## config.mk

```make
export PLATFORM = sky130hd
export DESIGN_NAME = option_and_trim_loader
export DESIGN_NICKNAME = d
export VERILOG_FILES = /design/src/optld_pkg.sv /design/src/option_and_trim_loader.sv
export SDC_FILE = /design/constraint.sdc
export NUM_CORES = 1
export LEC_CHECK = 0
export ABC_AREA = 1
export BUFFER_PORTS_ARGS = -buffer_cell sky130_fd_sc_hd__buf_2
export CAP_MARGIN = 20
export CORE_AREA = 2 2 213 215
export CTS_CLUSTER_DIAMETER = 40
export CTS_CLUSTER_SIZE = 14
export DETAILED_ROUTE_END_ITERATION = 6
export DIE_AREA = 0 0 215 217
export GPL_TIMING_DRIVEN = 0
export HOLD_SLACK_MARGIN = 0.08
export PLACE_DENSITY = 0.73
export SYNTH_ARGS = -nofsm -noshare
export SYNTH_HDL_FRONTEND = slang
export SYNTH_SLANG_ARGS = --single-unit
```

## constraint.sdc

```tcl
create_clock -name i_ref_clk -period 7 [get_ports i_ref_clk]
set_clock_uncertainty 0.2 [all_clocks]
set_input_delay 1.4 -clock i_ref_clk [delete_from_list [all_inputs] [get_ports i_ref_clk]]
set_output_delay 1.4 -clock i_ref_clk [all_outputs]
set_load 0.05 [all_outputs]
```

## src/optld_pkg.sv

```systemverilog
/*
 * Package for the option and trim loader: register offsets, field layout,
 * reset values, flash addresses and shared types.
 * Assumes a byte-wide register port and a byte-wide flash read port.
 */
package optld_pkg;
   // register offsets (12-bit register space)
   localparam logic [11:0] TRIM_INDEX_OFF = 12'hFF6;
   localparam logic [11:0] TRIM_DATA_OFF = 12'hFF7;
   localparam logic [11:0] PAGE_PICK_OFF = 12'hFF9;
   localparam logic [7:0] TRIM_INDEX_RST = 8'h00;
   localparam logic [7:0] TRIM_DATA_RST = 8'h00;
   localparam logic [7:0] PAGE_PICK_RST = 8'h00;
   localparam int TRIM_IDX_MSB = 4;
   localparam int INFO_SEL_BIT = 7;
   localparam int TRIM_COUNT = 32;
   // flash addresses
   localparam logic [15:0] USER_OPT0_ADDR = 16'h0000;
   localparam logic [15:0] USER_OPT1_ADDR = 16'h0001;
   localparam logic [15:0] INFO_BASE = 16'hFC00;
   localparam logic [5:0] TRIM_INFO_BASE = 6'h20;
   localparam logic [5:0] FOPT_INFO_LAST = 6'h1F;
   localparam logic [15:0] FOPT_COUNT = 16'h0020;
   // erased-flash option defaults
   localparam logic [7:0] USER_OPT0_RST = 8'hFF;
   localparam logic [7:0] USER_OPT1_RST = 8'hFF;

   typedef struct packed {
      logic [11:0] addr;
      logic [7:0] wdata;
      logic wr;
      logic rd;
   } reg_req_t;

   typedef struct packed {
      logic [7:0] opt0;
      logic [7:0] opt1;
   } user_opt_t;
endpackage

```

## src/option_and_trim_loader.sv

```systemverilog
/*
 * Option and trim loader: copies user option bits from flash at reset,
 * holds 32 trim working bytes behind an index/data portal, keeps factory
 * option working values for the debug unit, and maps the information area.
 * Assumes a flash read port answering each request with a valid strobe after any delay, and a
 * reset request input from the system reset controller.
 */
// The strobed register port is this design's own decision.
// Contract
// - new option bits act only after reset
// - load options on reset and stop recovery
// - loading finishes before system reset ends
// - option registers invisible to software bus
// - options from flash bytes zero and one
// - page zero erase wipes option bits
// - trim factory values kept, working copies volatile
// - thirty-two byte trim entries via portal
// - index write then data write updates entry
// - index write then data read returns entry
// - index n maps to info location n+20h
// - portal reaches only info 20h to 3Fh
// - index bits 4:0, bits 7:5 reserved
// - data register passes full byte both ways
// - factory options written only by unlocked debugger
// - debugger reads factory option working values
// - info select reads FC00h-FC1Fh factory options
// - info select reads FC40h-FC57h device data
// - select bit 7 maps info at FC00h-FFFFh
`timescale 1ns/1ps
`default_nettype none
module option_and_trim_loader
   import optld_pkg::*;
(
   input wire logic i_ref_clk,
   input wire logic i_rst,
   input wire logic i_reset_req,
   input wire logic i_stop_recover,
   input wire logic [11:0] i_reg_addr,
   input wire logic [7:0] i_reg_wdata,
   input wire logic i_reg_wr,
   input wire logic i_reg_rd,
   output logic [7:0] o_reg_rdata,
   output logic o_flash_rd,
   output logic [15:0] o_flash_addr,
   output logic o_info_rd,
   output logic [5:0] o_info_addr,
   input wire logic [7:0] i_flash_rdata,
   input wire logic i_flash_valid,
   input wire logic [15:0] i_prog_addr,
   output logic o_info_mapped,
   input wire logic i_dbg_opt_wr,
   input wire logic i_dbg_opt_rd,
   input wire logic [4:0] i_dbg_opt_idx,
   input wire logic [7:0] i_dbg_opt_wdata,
   input wire logic i_info_locked,
   output logic [7:0] o_dbg_opt_rdata,
   output logic [7:0] o_user_opt0,
   output logic [7:0] o_user_opt1,
   output logic o_sys_hold,
   output logic [4:0] o_trim_sel,
   output logic [7:0] o_trim_val
);

   //------------------------------------------------------------
   // bus request and state
   //------------------------------------------------------------
   reg_req_t req;
   assign req = '{addr: i_reg_addr, wdata: i_reg_wdata, wr: i_reg_wr, rd: i_reg_rd};

   typedef enum logic [2:0] {
      LD_TRIM, LD_FOPT, LD_OPT0, LD_OPT1, LD_DONE
   } load_state_t;
   load_state_t state;
   logic req_out;
   logic [5:0] cnt;
   logic [4:0] trim_index;
   logic [7:0] page_pick;
   logic [7:0] trim_mem [TRIM_COUNT];
   logic [7:0] fopt_mem [TRIM_COUNT];
   user_opt_t opt_cfg;
   logic load_go;
   assign load_go = i_reset_req | i_stop_recover;

   //------------------------------------------------------------
   // loader sequencer
   //------------------------------------------------------------
   // trim and factory copies load at power-on only; a later reset or stop
   // recovery reloads just the user options so volatile working edits
   // survive until power is lost
   // req_out marks a fetch in flight: set with the strobe, cleared by the answer or by load_go,
   // so a slow array sees a second request stacked behind it only after load_go lands mid-fetch
   always_ff @(posedge i_ref_clk or posedge i_rst) begin
      if (i_rst) begin
         state <= LD_TRIM;
         cnt <= 6'h00;
         req_out <= 1'b0;
      end else if (load_go) begin
         state <= LD_OPT0;
         req_out <= 1'b0;
      end else begin
         unique case (state)
            LD_TRIM: begin
               req_out <= ~i_flash_valid;
               if (i_flash_valid) begin
                  cnt <= cnt + 6'h01;
                  if (cnt == 6'(TRIM_COUNT - 1)) begin
                     state <= LD_FOPT;
                     cnt <= 6'h00;
                  end
               end
            end
            LD_FOPT: begin
               req_out <= ~i_flash_valid;
               if (i_flash_valid) begin
                  cnt <= cnt + 6'h01;
                  if (cnt == FOPT_INFO_LAST) begin
                     state <= LD_OPT0;
                  end
               end
            end
            LD_OPT0: begin
               req_out <= ~i_flash_valid;
               if (i_flash_valid) begin
                  state <= LD_OPT1;
               end
            end
            LD_OPT1: begin
               req_out <= ~i_flash_valid;
               if (i_flash_valid) begin
                  state <= LD_DONE;
               end
            end
            LD_DONE: req_out <= 1'b0;
         endcase
      end
   end

   // read request strobes toward flash: one cycle, then wait for valid
   always_ff @(posedge i_ref_clk or posedge i_rst) begin
      if (i_rst) begin
         o_flash_rd <= 1'b0;
         o_info_rd <= 1'b0;
         o_flash_addr <= 16'h0000;
         o_info_addr <= 6'h00;
      end else begin
         o_flash_rd <= 1'b0;
         o_info_rd <= 1'b0;
         if (!load_go && !req_out && !i_flash_valid) begin
            unique case (state)
               LD_TRIM: begin
                  o_info_rd <= 1'b1;
                  o_info_addr <= TRIM_INFO_BASE + cnt;
               end
               LD_FOPT: begin
                  o_info_rd <= 1'b1;
                  o_info_addr <= cnt;
               end
               LD_OPT0: begin
                  o_flash_rd <= 1'b1;
                  o_flash_addr <= USER_OPT0_ADDR;
               end
               LD_OPT1: begin
                  o_flash_rd <= 1'b1;
                  o_flash_addr <= USER_OPT1_ADDR;
               end
               LD_DONE: ;
            endcase
         end
      end
   end

   // processor stays in reset until every option byte is loaded
   always_ff @(posedge i_ref_clk or posedge i_rst) begin
      if (i_rst) begin
         o_sys_hold <= 1'b1;
      end else begin
         o_sys_hold <= load_go | (state != LD_DONE);
      end
   end

   //------------------------------------------------------------
   // hidden option configuration registers
   //------------------------------------------------------------
   // captured only during a load, so flash programming has no effect until
   // the next reset or stop recovery; an erased page 0 reads all ones and loads as such
   always_ff @(posedge i_ref_clk or posedge i_rst) begin
      if (i_rst) begin
         opt_cfg <= '{opt0: USER_OPT0_RST, opt1: USER_OPT1_RST};
      end else if (i_flash_valid && !load_go) begin
         if (state == LD_OPT0) begin
            opt_cfg.opt0 <= i_flash_rdata;
         end
         if (state == LD_OPT1) begin
            opt_cfg.opt1 <= i_flash_rdata;
         end
      end
   end
   assign o_user_opt0 = opt_cfg.opt0;
   assign o_user_opt1 = opt_cfg.opt1;

   //------------------------------------------------------------
   // trim working copies and portal
   //------------------------------------------------------------
   always_ff @(posedge i_ref_clk) begin
      if (state == LD_TRIM && i_flash_valid && !load_go) begin
         trim_mem[cnt[4:0]] <= i_flash_rdata;
      end else if (req.wr && req.addr == TRIM_DATA_OFF) begin
         trim_mem[trim_index] <= req.wdata;
      end
   end

   // index holds until rewritten; data accesses never move it
   always_ff @(posedge i_ref_clk or posedge i_rst) begin
      if (i_rst) begin
         trim_index <= TRIM_INDEX_RST[TRIM_IDX_MSB:0];
      end else if (req.wr && req.addr == TRIM_INDEX_OFF) begin
         trim_index <= req.wdata[TRIM_IDX_MSB:0];
      end
   end

   always_ff @(posedge i_ref_clk or posedge i_rst) begin
      if (i_rst) begin
         o_trim_sel <= 5'h00;
         o_trim_val <= 8'h00;
      end else begin
         o_trim_sel <= trim_index;
         o_trim_val <= trim_mem[trim_index];
      end
   end

   //------------------------------------------------------------
   // page pick register and information area mapping
   //------------------------------------------------------------
   always_ff @(posedge i_ref_clk or posedge i_rst) begin
      if (i_rst) begin
         page_pick <= PAGE_PICK_RST;
      end else if (req.wr && req.addr == PAGE_PICK_OFF) begin
         page_pick <= req.wdata;
      end
   end

   always_ff @(posedge i_ref_clk or posedge i_rst) begin
      if (i_rst) begin
         o_info_mapped <= 1'b0;
      end else begin
         o_info_mapped <= page_pick[INFO_SEL_BIT] && (i_prog_addr >= INFO_BASE);
      end
   end

   //------------------------------------------------------------
   // factory option working values for the debug unit
   //------------------------------------------------------------
   always_ff @(posedge i_ref_clk) begin
      if (state == LD_FOPT && i_flash_valid && !load_go) begin
         fopt_mem[cnt[4:0]] <= i_flash_rdata;
      end else if (i_dbg_opt_wr && !i_info_locked) begin
         fopt_mem[i_dbg_opt_idx] <= i_dbg_opt_wdata;
      end
   end

   always_ff @(posedge i_ref_clk or posedge i_rst) begin
      if (i_rst) begin
         o_dbg_opt_rdata <= 8'h00;
      end else if (i_dbg_opt_rd) begin
         o_dbg_opt_rdata <= fopt_mem[i_dbg_opt_idx];
      end
   end

   //------------------------------------------------------------
   // register read port, data one cycle after the strobe
   //------------------------------------------------------------
   always_ff @(posedge i_ref_clk or posedge i_rst) begin
      if (i_rst) begin
         o_reg_rdata <= 8'h00;
      end else if (req.rd) begin
         unique case (req.addr)
            TRIM_INDEX_OFF: o_reg_rdata <= {3'h0, trim_index};
            TRIM_DATA_OFF: o_reg_rdata <= trim_mem[trim_index];
            PAGE_PICK_OFF: o_reg_rdata <= page_pick;
            default: o_reg_rdata <= 8'h00;
         endcase
      end else begin
         o_reg_rdata <= 8'h00;
      end
   end

   //------------------------------------------------------------
   // checks
   //------------------------------------------------------------
   // loader sequencing and the processor hold
   hold_release_a: assert property (@(posedge i_ref_clk) disable iff (i_rst)
      (state != LD_DONE) |=> o_sys_hold)
      else $error("released before load done");
   hold_done_a: assert property (@(posedge i_ref_clk) disable iff (i_rst)
      (state == LD_DONE && !load_go) |=> !o_sys_hold)
      else $error("hold kept after load done");
   reload_a: assert property (@(posedge i_ref_clk) disable iff (i_rst)
      load_go |=> (state == LD_OPT0))
      else $error("reset did not reload options");
   // a stacked second fetch would shift every later byte into the wrong slot
   fetch_single_a: assert property (@(posedge i_ref_clk) disable iff (i_rst)
      (o_flash_rd || o_info_rd) |-> req_out)
      else $error("fetch strobe not tracked");
   fetch_pulse_a: assert property (@(posedge i_ref_clk) disable iff (i_rst)
      (o_flash_rd || o_info_rd) |=> !(o_flash_rd || o_info_rd))
      else $error("fetch strobe longer than one cycle");

   // hidden option bytes
   opt_stable_a: assert property (@(posedge i_ref_clk) disable iff (i_rst)
      (state == LD_DONE && !load_go) |=> $stable(opt_cfg))
      else $error("options changed outside a load");
   opt0_load_a: assert property (@(posedge i_ref_clk) disable iff (i_rst)
      (state == LD_OPT0 && i_flash_valid && !load_go)
      |=> (o_user_opt0 == $past(i_flash_rdata)))
      else $error("option byte zero not captured");
   opt1_load_a: assert property (@(posedge i_ref_clk) disable iff (i_rst)
      (state == LD_OPT1 && i_flash_valid && !load_go)
      |=> (o_user_opt1 == $past(i_flash_rdata)))
      else $error("option byte one not captured");
   opt_addr_a: assert property (@(posedge i_ref_clk) disable iff (i_rst)
      o_flash_rd |-> (o_flash_addr == USER_OPT0_ADDR || o_flash_addr == USER_OPT1_ADDR))
      else $error("option fetch address wrong");

   // trim portal and its index
   trim_rng_a: assert property (@(posedge i_ref_clk) disable iff (i_rst)
      (o_info_rd && state == LD_TRIM) |-> (o_info_addr >= TRIM_INFO_BASE))
      else $error("trim fetch outside 20h-3Fh");
   idx_hold_a: assert property (@(posedge i_ref_clk) disable iff (i_rst)
      !(req.wr && req.addr == TRIM_INDEX_OFF) |=> $stable(trim_index))
      else $error("trim index moved");
   idx_write_a: assert property (@(posedge i_ref_clk) disable iff (i_rst)
      (req.wr && req.addr == TRIM_INDEX_OFF)
      |=> (trim_index == $past(req.wdata[TRIM_IDX_MSB:0])))
      else $error("trim index write lost");
   idx_read_a: assert property (@(posedge i_ref_clk) disable iff (i_rst)
      (req.rd && req.addr == TRIM_INDEX_OFF) |=> (o_reg_rdata[7:5] == 3'h0))
      else $error("reserved index bits nonzero");
   portal_rd_a: assert property (@(posedge i_ref_clk) disable iff (i_rst)
      (req.rd && req.addr == TRIM_DATA_OFF) |=> (o_reg_rdata == trim_mem[$past(trim_index)]))
      else $error("portal read mismatch");
   portal_wr_a: assert property (@(posedge i_ref_clk) disable iff (i_rst)
      (req.wr && req.addr == TRIM_DATA_OFF && state != LD_TRIM)
      |=> (trim_mem[$past(trim_index)] == $past(req.wdata)))
      else $error("portal write lost");
   trim_sel_a: assert property (@(posedge i_ref_clk) disable iff (i_rst)
      1'b1 |=> (o_trim_sel == $past(trim_index)))
      else $error("trim select lags index");
   trim_val_a: assert property (@(posedge i_ref_clk) disable iff (i_rst)
      (state == LD_DONE) |=> (o_trim_val == $past(trim_mem[trim_index])))
      else $error("trim value not selected entry");

   // register read port
   rdata_idle_a: assert property (@(posedge i_ref_clk) disable iff (i_rst)
      !req.rd |=> (o_reg_rdata == 8'h00))
      else $error("read data outside its slot");
   unmapped_rd_a: assert property (@(posedge i_ref_clk) disable iff (i_rst)
      (req.rd && req.addr != TRIM_INDEX_OFF && req.addr != TRIM_DATA_OFF
         && req.addr != PAGE_PICK_OFF) |=> (o_reg_rdata == 8'h00))
      else $error("unmapped read not zero");

   // information area window
   map_a: assert property (@(posedge i_ref_clk) disable iff (i_rst)
      (page_pick[INFO_SEL_BIT] && i_prog_addr >= INFO_BASE) |=> o_info_mapped)
      else $error("info area not mapped");
   unmap_a: assert property (@(posedge i_ref_clk) disable iff (i_rst)
      (!page_pick[INFO_SEL_BIT] || i_prog_addr < INFO_BASE) |=> !o_info_mapped)
      else $error("info area mapped while off");

   // factory option working values
   lock_a: assert property (@(posedge i_ref_clk) disable iff (i_rst)
      (i_dbg_opt_wr && i_info_locked && state == LD_DONE)
      |=> (fopt_mem[$past(i_dbg_opt_idx)] == $past(fopt_mem[i_dbg_opt_idx])))
      else $error("locked factory option written");
   dbg_write_a: assert property (@(posedge i_ref_clk) disable iff (i_rst)
      (i_dbg_opt_wr && !i_info_locked && state == LD_DONE)
      |=> (fopt_mem[$past(i_dbg_opt_idx)] == $past(i_dbg_opt_wdata)))
      else $error("factory option write lost");
   dbg_read_a: assert property (@(posedge i_ref_clk) disable iff (i_rst)
      (i_dbg_opt_rd && state == LD_DONE)
      |=> (o_dbg_opt_rdata == $past(fopt_mem[i_dbg_opt_idx])))
      else $error("factory option read mismatch");

endmodule
`default_nettype wire

```

After elaboration in Yosys (flattened, before gate mapping)
Memories as Yosys holds them, arrays and structs flattened. A register that Yosys moved wholly into a read port is not among the register bits.
Cells that the tools add are included.
{"block": "totals", "input_bits": 67, "out_inout_bits": 71, "reg_bits": 86, "ramBits": 512, "memories": 2}
{"block": "op_classes", "n_reduce_logical": 31, "n_eq_ne": 17, "n_mux": 38, "addsub": 2, "n_lt_le_gt_ge": 1, "bitwise": 4}
{"name": "fopt_mem", "depth": 32, "word_bits": 8, "read_ports": 1, "rd_clocked_by_memory_dff": 1, "wr": 1, "line": "option_and_trim_loader.sv:79", "source": "logic [7:0] fopt_mem [TRIM_COUNT];"}
{"name": "trim_mem", "depth": 32, "word_bits": 8, "read_ports": 1, "rd_clocked_by_memory_dff": 0, "wr": 1, "line": "option_and_trim_loader.sv:78", "source": "logic [7:0] trim_mem [TRIM_COUNT];"}
{"operator": "equality test 12 bit (second input constant)", "n": 3}
{"operator": "one-hot mux 16 bit (2 select lines)", "n": 1}
{"operator": "two-way mux 8 bit", "n": 3}
{"operator": "one-hot mux 6 bit (2 select lines)", "n": 2}
{"operator": "one-hot mux 8 bit (3 select lines)", "n": 1}
{"operator": "two-way mux 3 bit", "n": 7}
{"operator": "!= test 3 bit (second input constant)", "n": 7}
{"operator": "two-way mux 6 bit", "n": 3}
{"operator": "two-way mux 1 bit", "n": 17}
{"operator": "greater-or-equal comparator 16 bit (second input constant)", "n": 1}
{"operator": "OR reduction 8 bit", "n": 2}
{"operator": "logical AND 1 bit", "n": 12}
{"operator": "one-hot mux 3 bit (4 select lines)", "n": 1}
{"operator": "two-way mux 5 bit", "n": 2}
{"operator": "AND reduction 2 bit", "n": 4}
{"operator": "AND reduction 7 bit", "n": 1}
{"operator": "adder 6 x 1 -> 6 bit (second input constant)", "n": 1}
{"operator": "adder 6 bit (first input constant)", "n": 1}
{"operator": "equality test 3 x 2 -> 1 bit (second input constant)", "n": 2}
{"operator": "equality test 6 x 5 -> 1 bit (second input constant)", "n": 1}
{"operator": "nonzero test 5 bit", "n": 1}
{"operator": "logical NOT 1 bit", "n": 4}
{"operator": "!= test 2 bit (second input constant)", "n": 2}
{"operator": "AND reduction 4 bit", "n": 1}
{"operator": "other kinds (9)", "n": 13}

Longest topological paths before layout
Gate-level depths: netlist of run 1.
{"block": "depth", "word_depth": 7, "mapped_depth": 12, "depth_no_buf": 11}

Least setup slack after synthesis of run 1
OpenSTA, ideal clock, no wires.
{"block": "synth_path", "kind": "input port to flip-flop", "startpoint": "input port i_reg_addr[5]", "endpoint": "memory trim_mem[0][5], data pin", "setup_slack_ns": 2.860, "setup_time_ns": 0.454, "required_time_ns": 6.346, "path_stages": 8, "t_arrival_ns": 3.486, "n_path_buf": 2, "path_cell_list": "nand2_1 > nor2_1 > nand2_1 > nor2_4 > nand3_4 > buf_6 > buf_2 > o21ai_0"}
{"block": "synth_between", "elab_chain_len": 7}
{"item": "from (decl)", "line": "option_and_trim_loader.sv:38", "source": "input wire logic [11:0] i_reg_addr,"}
{"item": "equality test 12 bit", "line": "option_and_trim_loader.sv:207", "source": "end else if (req.wr && req.addr == TRIM_DATA_OFF) begin"}
{"item": "logical AND 1 bit", "line": "option_and_trim_loader.sv:207"}
{"item": "two-way mux 1 bit", "line": "option_and_trim_loader.sv:207"}
{"item": "two-way mux 1 bit", "line": "option_and_trim_loader.sv:205", "source": "if (state == LD_TRIM && i_flash_valid && !load_go) begin"}
{"item": "two-way mux 1 bit (not written as such)", "line": "option_and_trim_loader.sv:208", "source": "trim_mem[trim_index] <= req.wdata;"}
{"item": "OR reduction 8 bit (no source line)"}
{"item": "two-way mux 8 bit (no source line)"}
{"item": "to (decl)", "line": "option_and_trim_loader.sv:78"}
Every way passes these cells.

Worst setup path in the final report of run 1
{"block": "layout_path", "startpoint": "input port i_dbg_opt_idx[0]", "endpoint": "memory fopt_mem[25][0], enable pin"}
{"block": "layout_between", "elab_chain_len": 1}
{"item": "from (decl)", "line": "option_and_trim_loader.sv:53", "source": "input wire logic [4:0] i_dbg_opt_idx,"}
{"item": "two-way mux 5 bit (no source line)"}
{"item": "to (decl)", "line": "option_and_trim_loader.sv:79"}
Every way passes these cells.

==> results of run 1 <==
==> per-stage QoR <==
stage	hold slack, ns	instance area [sq um]	worst slack, ns
2_1_floorplan	0.1487	24550	2.860
3_3_place_gp	0.1957	25830	0.2190
3_5_place_dp	0.1947	26240	2.471
4_1_cts	0.2076	28590	3.074
5_1_grt	0.2199	28590	2.941
6_report	0.2131	28590	2.942
==> layer usage <==
metal	vias to the layer above	GRT usage, %	routed length (um)
li1	7959	-	-
met1	8547	38.25	26110
met2	945	47.43	32190
met3	182	5.157	5646
met4	0	13.43	2952
met5	-	0	0
==> state kept, by name, summed over array words and instances, names as in the netlist <==
register         count
o_user_opt1          8
o_info_mapped        1
trim_index           5
o_flash_addr         1
state                3
o_dbg_opt_rdata      8
o_info_addr          6
o_reg_rdata          8
req_out              1
o_sys_hold           1
o_flash_rd           1
page_pick            8
o_info_rd            1
o_user_opt0          8
o_trim_sel           5
fopt_mem           256
o_trim_val           8
cnt                  6
trim_mem           256
==> layout make-up <==
class | count | area (sq um) | area share (%)
Inverter | 71 | 274.0 | 0.9583
Sequential cell | 591 | 17370 | 60.76
Timing Repair Buffer | 117 | 770.7 | 2.695
Buffer | 133 | 621.8 | 2.175
Multi-Input combinational cell | 1414 | 6452 | 22.57
Clock buffer | 86 | 1927 | 6.738
Clock inverter | 36 | 425.4 | 1.488
Tap cell | 600 | 750.7 | 2.625
==> worst max path at each step <==
| stage | slack [ns] | startpoint | cells after the start | endpoint |
|---|---|---|---|---|
| 2_1_floorplan | 2.86 | i_reg_addr[5] | 8 | trim_mem[0][5] |
| 3_3_place_gp | 0.22 | i_reg_addr[3] | 8 | trim_mem[13][1] |
| 3_5_place_dp | 2.47 | i_dbg_opt_idx[0] | 7 | fopt_mem[25][7] |
| 4_1_cts | 3.07 | i_dbg_opt_idx[0] | 7 | fopt_mem[25][6] |
| 5_1_grt | 2.94 | i_dbg_opt_idx[0] | 7 | fopt_mem[27][0] |
| 6_report | 2.94 | i_dbg_opt_idx[0] | 7 | fopt_mem[25][0] |
==> logic make-up after synthesis <==
kind of cell             after synthesis
multiplexers                           1
AO/OA/AOI/OAI                        115
adder cells (fa/ha/maj)                1
XOR/XNOR                               2
flip-flops                           591
other                                  1
AND/OR/NAND/NOR                     1280
buffers and inverters                204
==> cells in the final DEF (no fill, tap or decap), types with 6 or more instances in the layout <==
cell type,count
nand3_1,420
inv_2,7
dfrtp_1,62
edfxtp_1,512
conb_1,15
nor2_1,94
clkinv_4,7
a21oi_1,32
buf_2,144
nand2_1,719
and2_1,8
o21ai_4,6
buf_4,16
nand4_1,6
buf_1,33
clkbuf_1,53
nand3_2,6
a21oi_4,8
bufinv_16,7
o21ai_2,7
nand2_4,6
clkbuf_16,74
dfstp_2,17
o21ai_0,52
inv_1,57
clkinv_1,10
o211ai_1,8
==> critical path, stage by stage <==
cell and delay (ns):
buf_2 0.11, buf_2 0.26, buf_1 0.56, o21ai_0 0.29
inv_1 0.13, nand3_1 0.41, nor2_1 0.91
==> power by group <==
part,switching (mW),leakage (nW),internal (mW)
clock,1.43,1.14,2.23
sequential,0.0240,5.58,3.90
combinational,0.439,4.16,0.132
==> flow_summary_export.csv, run 1 <==
group,metric,value,unit
worst_hold_path,hold_depth,0,
logic_synthesis,synth_top_family_by_area,"simple AND/OR/NAND/NOR gates",
timing,slew_headroom,33.90,%
clocking,clk_pin_slew,0.06,ns
setup_path,r2r_start,"state[2]",
final_layout,fin_util,63.97,%
clocking,cts_buffers,69,
logic_synthesis,yosys.area_share.adder,0.05107,%
timing,min_period,4.058,ns
logic_synthesis,muxShareOfSynthArea,0.04596,%
logic_synthesis,synth_area,0.02450,sq mm
logic_synthesis,synthSimpleGateAreaFrac,22.75,%
outcome,outcome,"completed",
clocking,clock_path_buffers,3,
logic_synthesis,synth_compound_area_share,2.513,%
power_and_ir_drop,peakVddDrop,0.2428,mV
global_routing,track_usage,29.00,%
clocking,cts-resized-gates,0,
place,port_buffers,106,
logic_synthesis,syn_area_per_cell,11.16,sq um
place,dp.cells,2926,
logic_synthesis,yosysMostFrequentCell,"nand2_1",
logic_synthesis,netlist_instances,2195,
logic_synthesis,synth.distinct_cells,36,
final_layout,diodes,0,
timing,grt_setup_unrepaired,"false",
detailed_routing,drtPass1Iterations,5,
global_routing,grt_overflow,0,
place,dp_hpwl,45380,um
logic_synthesis,ys_top_cells_by_area,"edfxtp_1 63%, nand2_1 11%, nand3_1 8.6%",
timing,setup_viol,0,
final_layout,layoutNonFillerInstCount,3048,
timing,fmax,246.5,MHz
setup_path,crit_fanout,10,
timing,min_period_over_period,57.97,%
floorplanning,std_cell_rows,78,
timing,worst_pin_slew,0.9879,ns
timing,fin_tns_setup,0,ns
final_layout,final_layout_size_suffix_gt1_share,14.58,%
setup_path,reg2reg_to,"fopt_mem[24][1]",
global_routing,grt_pass1_wl,101100,um
power_and_ir_drop,p_leak,10.88,nW
logic_synthesis,yosys_most_used_dff,"edfxtp_1",
logic_synthesis,synth_common_cells,"719 x nand2_1, 512 x edfxtp_1, 420 x nand3_1, 94 x nor2_1, 62 x dfrtp_1",
timing,hold_viol_final,0,
global_routing,grt_pass1_vias,17196,
worst_hold_path,min_path_type,"flip-flop to flip-flop",
setup_path,startpoint_type,"primary input",
floorplanning,io_pins,138,
floorplanning,die_h,217,um
setup_path,required,7.01,ns
setup_path,critPathKind,"primary input to flip-flop",
clocking,clk_latency,0.59,ns
logic_synthesis,synth-warning-count,0,
detailed_routing,vias,17633,
clocking,cts-root-buf,"clkbuf_16",
power_and_ir_drop,pwr_density_cell,285.2,mW/mm^2
setup_path,crit_arrival,4.07,ns
detailed_routing,wl,66900,um
floorplanning,core_area,0.04470,sq mm
clocking,htreeDepth,3,
logic_synthesis,synthArstFlopShare,13.37,%
logic_synthesis,synth-xor-area-share,0.07149,%
logic_synthesis,ys_seq_area_share,70.91,%
detailed_routing,drtIter0Drc,2201,
final_layout,area_growth,16.71,%
worst_hold_path,hold_start,"trim_index[2]",
logic_synthesis,yosysTopAreaCell,"edfxtp_1",
floorplanning,die_w,215,um
detailed_routing,vias_per_cell,5.785,
logic_synthesis,synth_seq_cells,591,
setup_path,r2r_slack,3.67,ns
clocking,cts_sinks,591,
worst_hold_path,hold_path_end,"o_trim_sel[2]",
floorplanning,die-area,0.04666,sq mm
detailed_routing,ant_nets,0,
logic_synthesis,synth_top_area_share,62.75,%
final_layout,nets,2465,
detailed_routing,routedWlPerCell,21.95,um
clocking,hold_buffers,0,
setup_path,end_kind,"flip-flop",
global_routing,grt_max_degree,51,
detailed_routing,drc_errors,0,
clocking,post_cts_buffers,0,
floorplanning,start_util,54.81,%
job,drv_cap,0,
timing,slew_violations,0,
logic_synthesis,synth-edff-count,512,
place,gp_congestion,0.9661,
clocking,cts_tree,"built",
global_routing,grt_antenna_before_repair,1,
power_and_ir_drop,power,8.157,mW
final_layout,fill_cells,3395,
setup_path,r2r_cells,9,
No activity file was read; power rests on OpenSTA's default activity.
==> run 2: changes to the inputs <==
- CORE_AREA: 2 2 213 215 -> 2 2 215 217
- DIE_AREA: 0 0 215 217 -> 0 0 217 219
- PLACE_DENSITY: 0.73 -> 0.75
- clock period: 7 -> 3.7 ns (I/O delays scaled with it)
==> flow_summary_export.csv, run 2 (synthesis results as in run 1) <==
group,metric,value,unit
setup_path,startpoint_type,"primary input",
global_routing,grt_pass1_wl,100900,um
clocking,cts_sinks,591,
place,port_buffers,106,
clocking,post_cts_buffers,0,
worst_hold_path,min_path_type,"flip-flop to flip-flop",
setup_path,crit_path_cell_trace,"buf_2 > buf_2 > buf_1 > o21ai_0 > inv_1 > nand3_1 > nor2_1",
global_routing,grt_overflow,0,
detailed_routing,drtPass1Iterations,5,
timing,hold_viol_final,0,
global_routing,track_usage,28.60,%
timing,setup_viol,0,
worst_hold_path,hold_path_end,"o_trim_sel[3]",
setup_path,crit_arrival,3.29,ns
floorplanning,core_area,0.04509,sq mm
power_and_ir_drop,pwr_density_cell,537.2,mW/mm^2
place,dp_hpwl,45860,um
clocking,cts-root-buf,"clkbuf_16",
setup_path,r2r_start,"state[2]",
clocking,hold_buffers,1,
clocking,clock_path_buffers,3,
clocking,cts_tree,"built",
timing,worst_pin_slew,1.075,ns
final_layout,fill_cells,3417,
timing,worst_slack,0.4293,ns
power_and_ir_drop,p_leak,10.88,nW
final_layout,area_growth,16.64,%
floorplanning,die_w,217,um
setup_path,end_kind,"flip-flop",
detailed_routing,vias,17806,
timing,slew_violations,0,
power_and_ir_drop,peakVddDrop,0.4304,mV
place,gp_congestion,0.9406,
final_layout,fin_area,0.02858,sq mm
timing,min_period_over_period,88.40,%
global_routing,grt_antenna_before_repair,1,
timing,fmax,305.7,MHz
setup_path,cp_slowest_cell,"nor2_1",
setup_path,r2r_cells,9,
detailed_routing,wl,67600,um
setup_path,required,3.72,ns
setup_path,r2r_slack,0.55,ns
setup_path,crit_fanout,10,
floorplanning,die_h,219,um
final_layout,layout_commonest_cell,"nand2_1",
place,pre_cts_ws,-0.05651,ns
place,dp.cells,2926,
detailed_routing,drc_errors,0,
setup_path,cpPeakStageDelay,0.88,ns
floorplanning,io_pins,138,
clocking,cts_buffers,70,
timing,min_period,3.271,ns
detailed_routing,ant_nets,0,
setup_path,cp_common_cell,"buf_2",
worst_hold_path,hold_start,"trim_index[3]",
clocking,cts-resized-gates,0,
worst_hold_path,hold_depth,0,
final_layout,top_regs,"fopt_mem x256, trim_mem x256",
floorplanning,std_cell_rows,78,
outcome,outcome,"completed",
detailed_routing,routedWlPerCell,22.11,um
timing,hold_slack,0.1766,ns
timing,grt_setup_unrepaired,"false",
detailed_routing,drtIter0Drc,2013,
power_and_ir_drop,power,15.35,mW
final_layout,nets,2467,
setup_path,crit_start,"i_dbg_opt_idx[0]",
final_layout,layoutNonFillerInstCount,3058,
setup_path,reg2reg_to,"fopt_mem[27][3]",
job,drv_cap,0,
floorplanning,start_util,54.34,%
detailed_routing,vias_per_cell,5.823,
clocking,clk_latency,0.61,ns
clocking,clk_pin_slew,0.06,ns
global_routing,grt_max_degree,50,
final_layout,mostFrequentLayoutCells,"719 x nand2_1, 512 x edfxtp_1, 420 x nand3_1, 144 x buf_2, 94 x nor2_1",
clocking,htreeDepth,3,
final_layout,final_layout_size_suffix_gt1_share,14.73,%
setup_path,critPathKind,"primary input to flip-flop",
floorplanning,die-area,0.04752,sq mm
global_routing,grt_pass1_vias,17270,
timing,slew_headroom,28.17,%
place,place_area,0.02626,sq mm
## run 2: changes by cell type in the layout (fill, tap and decap cells not counted), sizes merged
cell,change
diode,+1
clkinv,+2
clkbuf,+3
dlygate4sd3,+1
bufinv,-3
inv,+5
clkinvlp,+1
## run 2: worst max-delay path by stage
stage	end	cells after the start
finish	fopt_mem[27][3]	7
global route	fopt_mem[27][4]	7
CTS	fopt_mem[27][3]	7
detailed placement	fopt_mem[27][0]	7
global placement	trim_mem[13][5]	9
floorplan	trim_mem[0][5]	8
## run 2: per-stage QoR
step           TNS [ns]  utilization, %
3_3_place_gp    -807.25           57.30
2_1_floorplan         0               -
3_5_place_dp     -1.011           58.24
5_1_grt               0           63.38
4_1_cts               0           63.38
6_report              0           63.38
## run 2: area by class of cell
type                    instances  area [sq um]  area share (%)
diodes                          1         2.502        0.008757
plain buffers                 133         621.8           2.176
clock buffers                  89          1917           6.708
clock inverters                41         390.4           1.366
inverters                      71         274.0          0.9588
multi-input cells            1414          6445           22.55
flip-flops and latches        591         17370           60.79
well taps                     600         750.7           2.627
repair buffers                118         803.3           2.811
## run 2: power by group
group / leakage, nW / switching [mW] / internal [mW] / total (mW)
Clock: 1.12 / 2.82 / 4.02 / 6.84
Combinational: 4.18 / 0.836 / 0.254 / 1.09
Sequential: 5.58 / 0.0478 / 7.38 / 7.43
## run 2: critical path: cells and delay by family
kind	cells	cell delay (ns)
and+or+nand+nor	2	1.23
buffers and inverters	4	1.01
AOI/OAI and AO/OA	1	0.30
## run 2: routing by layer
layer / GRT usage (%) / share of wire (%) / up-vias
li1: - / - / 7978
met1: 37.30 / 38 / 8616
met2: 46.87 / 48 / 1020
met3: 5.073 / 8.7 / 192
met4: 13.63 / 4.7 / 0
met5: 0 / 0 / -
==> run 3: changes to the inputs <==
- CORE_AREA: 2 2 215 217 -> 2 2 213 215
- DIE_AREA: 0 0 217 219 -> 0 0 215 217
- PLACE_DENSITY: 0.75 -> 0.73
- clock period: 3.7 -> 3.3 ns (I/O delays scaled with it)
==> flow_summary_export.csv, run 3 (synthesis results as in run 1) <==
group,metric,value,unit
outcome,outcome,"completed",
setup_path,startpoint_type,"primary input",
setup_path,crit_start,"i_dbg_opt_idx[0]",
timing,slew_headroom,33.62,%
place,gp_congestion,0.9661,
floorplanning,die_w,215,um
power_and_ir_drop,power,17.30,mW
detailed_routing,drtIter0Drc,2133,
detailed_routing,ant_nets,0,
clocking,post_cts_buffers,0,
setup_path,end_kind,"flip-flop",
setup_path,r2r_start,"state[2]",
detailed_routing,drtPass1Iterations,7,
global_routing,grt_pass1_vias,17203,
clocking,cts_tree,"built",
global_routing,grt_pass1_wl,101100,um
floorplanning,io_pins,138,
power_and_ir_drop,peakVddDrop,0.5156,mV
detailed_routing,wl,67300,um
clocking,cts-root-buf,"clkbuf_16",
final_layout,fill_cells,3390,
setup_path,required,3.31,ns
timing,min_period,3.238,ns
final_layout,mostFrequentLayoutCells,"719 x nand2_1, 512 x edfxtp_1, 420 x nand3_1, 144 x buf_2, 87 x nor2_1",
floorplanning,std_cell_rows,78,
clocking,htreeDepth,3,
timing,fmax,308.9,MHz
timing,min_period_over_period,98.11,%
floorplanning,core_area,0.04470,sq mm
timing,worst_pin_slew,0.9919,ns
job,drv_cap,0,
setup_path,crit_arrival,3.25,ns
place,dp.cells,2926,
global_routing,track_usage,29.01,%
global_routing,grt_overflow,0,
detailed_routing,drc_errors,0,
timing,setup_viol,0,
clocking,clock_path_buffers,3,
place,dp_hpwl,45380,um
global_routing,grt_antenna_before_repair,1,
timing,slew_violations,0,
final_layout,fin_util,64.12,%
final_layout,area_growth,16.98,%
worst_hold_path,hold_start,"i_prog_addr[10]",
setup_path,critPathKind,"primary input to flip-flop",
detailed_routing,vias_per_cell,5.785,
power_and_ir_drop,pwr_density_cell,603.6,mW/mm^2
timing,fin_tns_setup,0,ns
timing,hold_viol_final,0,
clocking,clk_latency,0.59,ns
floorplanning,start_util,54.81,%
timing,hold_slack,0.09917,ns
place,port_buffers,106,
floorplanning,die-area,0.04666,sq mm
detailed_routing,vias,17662,
setup_path,crit_fanout,10,
final_layout,final_layout_size_suffix_gt1_share,14.89,%
power_and_ir_drop,p_leak,10.90,nW
timing,grt_setup_unrepaired,"true",
detailed_routing,routedWlPerCell,22.04,um
clocking,clk_pin_slew,0.06,ns
worst_hold_path,min_path_type,"primary input to flip-flop",
floorplanning,die_h,217,um
clocking,cts_sinks,591,
final_layout,layout_commonest_cell,"nand2_1",
final_layout,top_regs,"fopt_mem x256, trim_mem x256",
clocking,cts_buffers,69,
global_routing,grt_max_degree,51,
final_layout,layoutNonFillerInstCount,3053,
final_layout,nets,2469,
[run 3: cell types whose count changed in the layout (fill, tap and decap cells not counted), sizes merged]
cell         delta
inv             -5
bufinv          +3
clkbuf          -3
clkinv          -2
dlygate4sd3     +2
a21oi           +1
clkinvlp        -1
[run 3: final cells by class]
class | count | area [sq um] | share of cell area [%]
multi-input combinational | 1415 | 6486 | 22.63
sequential | 591 | 17370 | 60.61
clock inverter | 36 | 425.4 | 1.484
inverter | 71 | 274.0 | 0.9560
buffer | 133 | 621.8 | 2.170
timing repair buffer | 120 | 800.8 | 2.794
antenna | 1 | 2.502 | 0.008731
clock buffer | 86 | 1927 | 6.723
tap | 600 | 750.7 | 2.619
[run 3: critical path: stages]
cell,delay (ns)
buf_2,0.11
buf_2,0.26
buf_1,0.54
o21ai_0,0.29
inv_1,0.13
nand3_1,0.42
nor2_1,0.83
[run 3: path summary, 6_finish.rpt]
path | endpoint | slack (ns) | depth (start not counted)
min reg2reg | o_trim_sel[3] | 0.21 | 0
max reg2reg | fopt_mem[20][1] | 0.08 | 9
max | fopt_mem[29][0] | 0.06 | 7
min in group asynchronous | o_reg_rdata[4] | 0.46 | 3
max in group asynchronous | o_sys_hold | 1.77 | 4
min | o_info_mapped | 0.1 | 3
[run 3: per-stage QoR]
step | setup slack (ns) | instance area (sq um)
final | 0.06226 | 28660
after global routing | -0.06097 | 28660
after CTS | 0.04227 | 28630
after detailed placement | -0.4891 | 26240
after global placement | -2.741 | 25830
after floorplan | -0.1004 | 24550
[run 3: timing repair]
item / in CTS / in global routing
hold endpoints to repair: 19 / 0
setup endpoints to repair: 0 / 90
gates resized for setup: 0 / 8
hold buffers: 3 / 0
[run 3: layer usage]
metal	up-vias	GRT usage, %	share of wire, %	wire length [um]
met3	196	5.157	8.8	5926
met2	964	47.43	48	32210
met4	0	13.43	4.7	3182
li1	7970	-	-	-
met1	8532	38.27	39	25980
met5	-	0	0	0
[run 3: report_power, final]
part / switching [mW] / internal (mW)
sequential: 0.0512 / 8.27
clock: 3.01 / 4.74
combinational: 0.939 / 0.283
total: 4.00 / 13.3
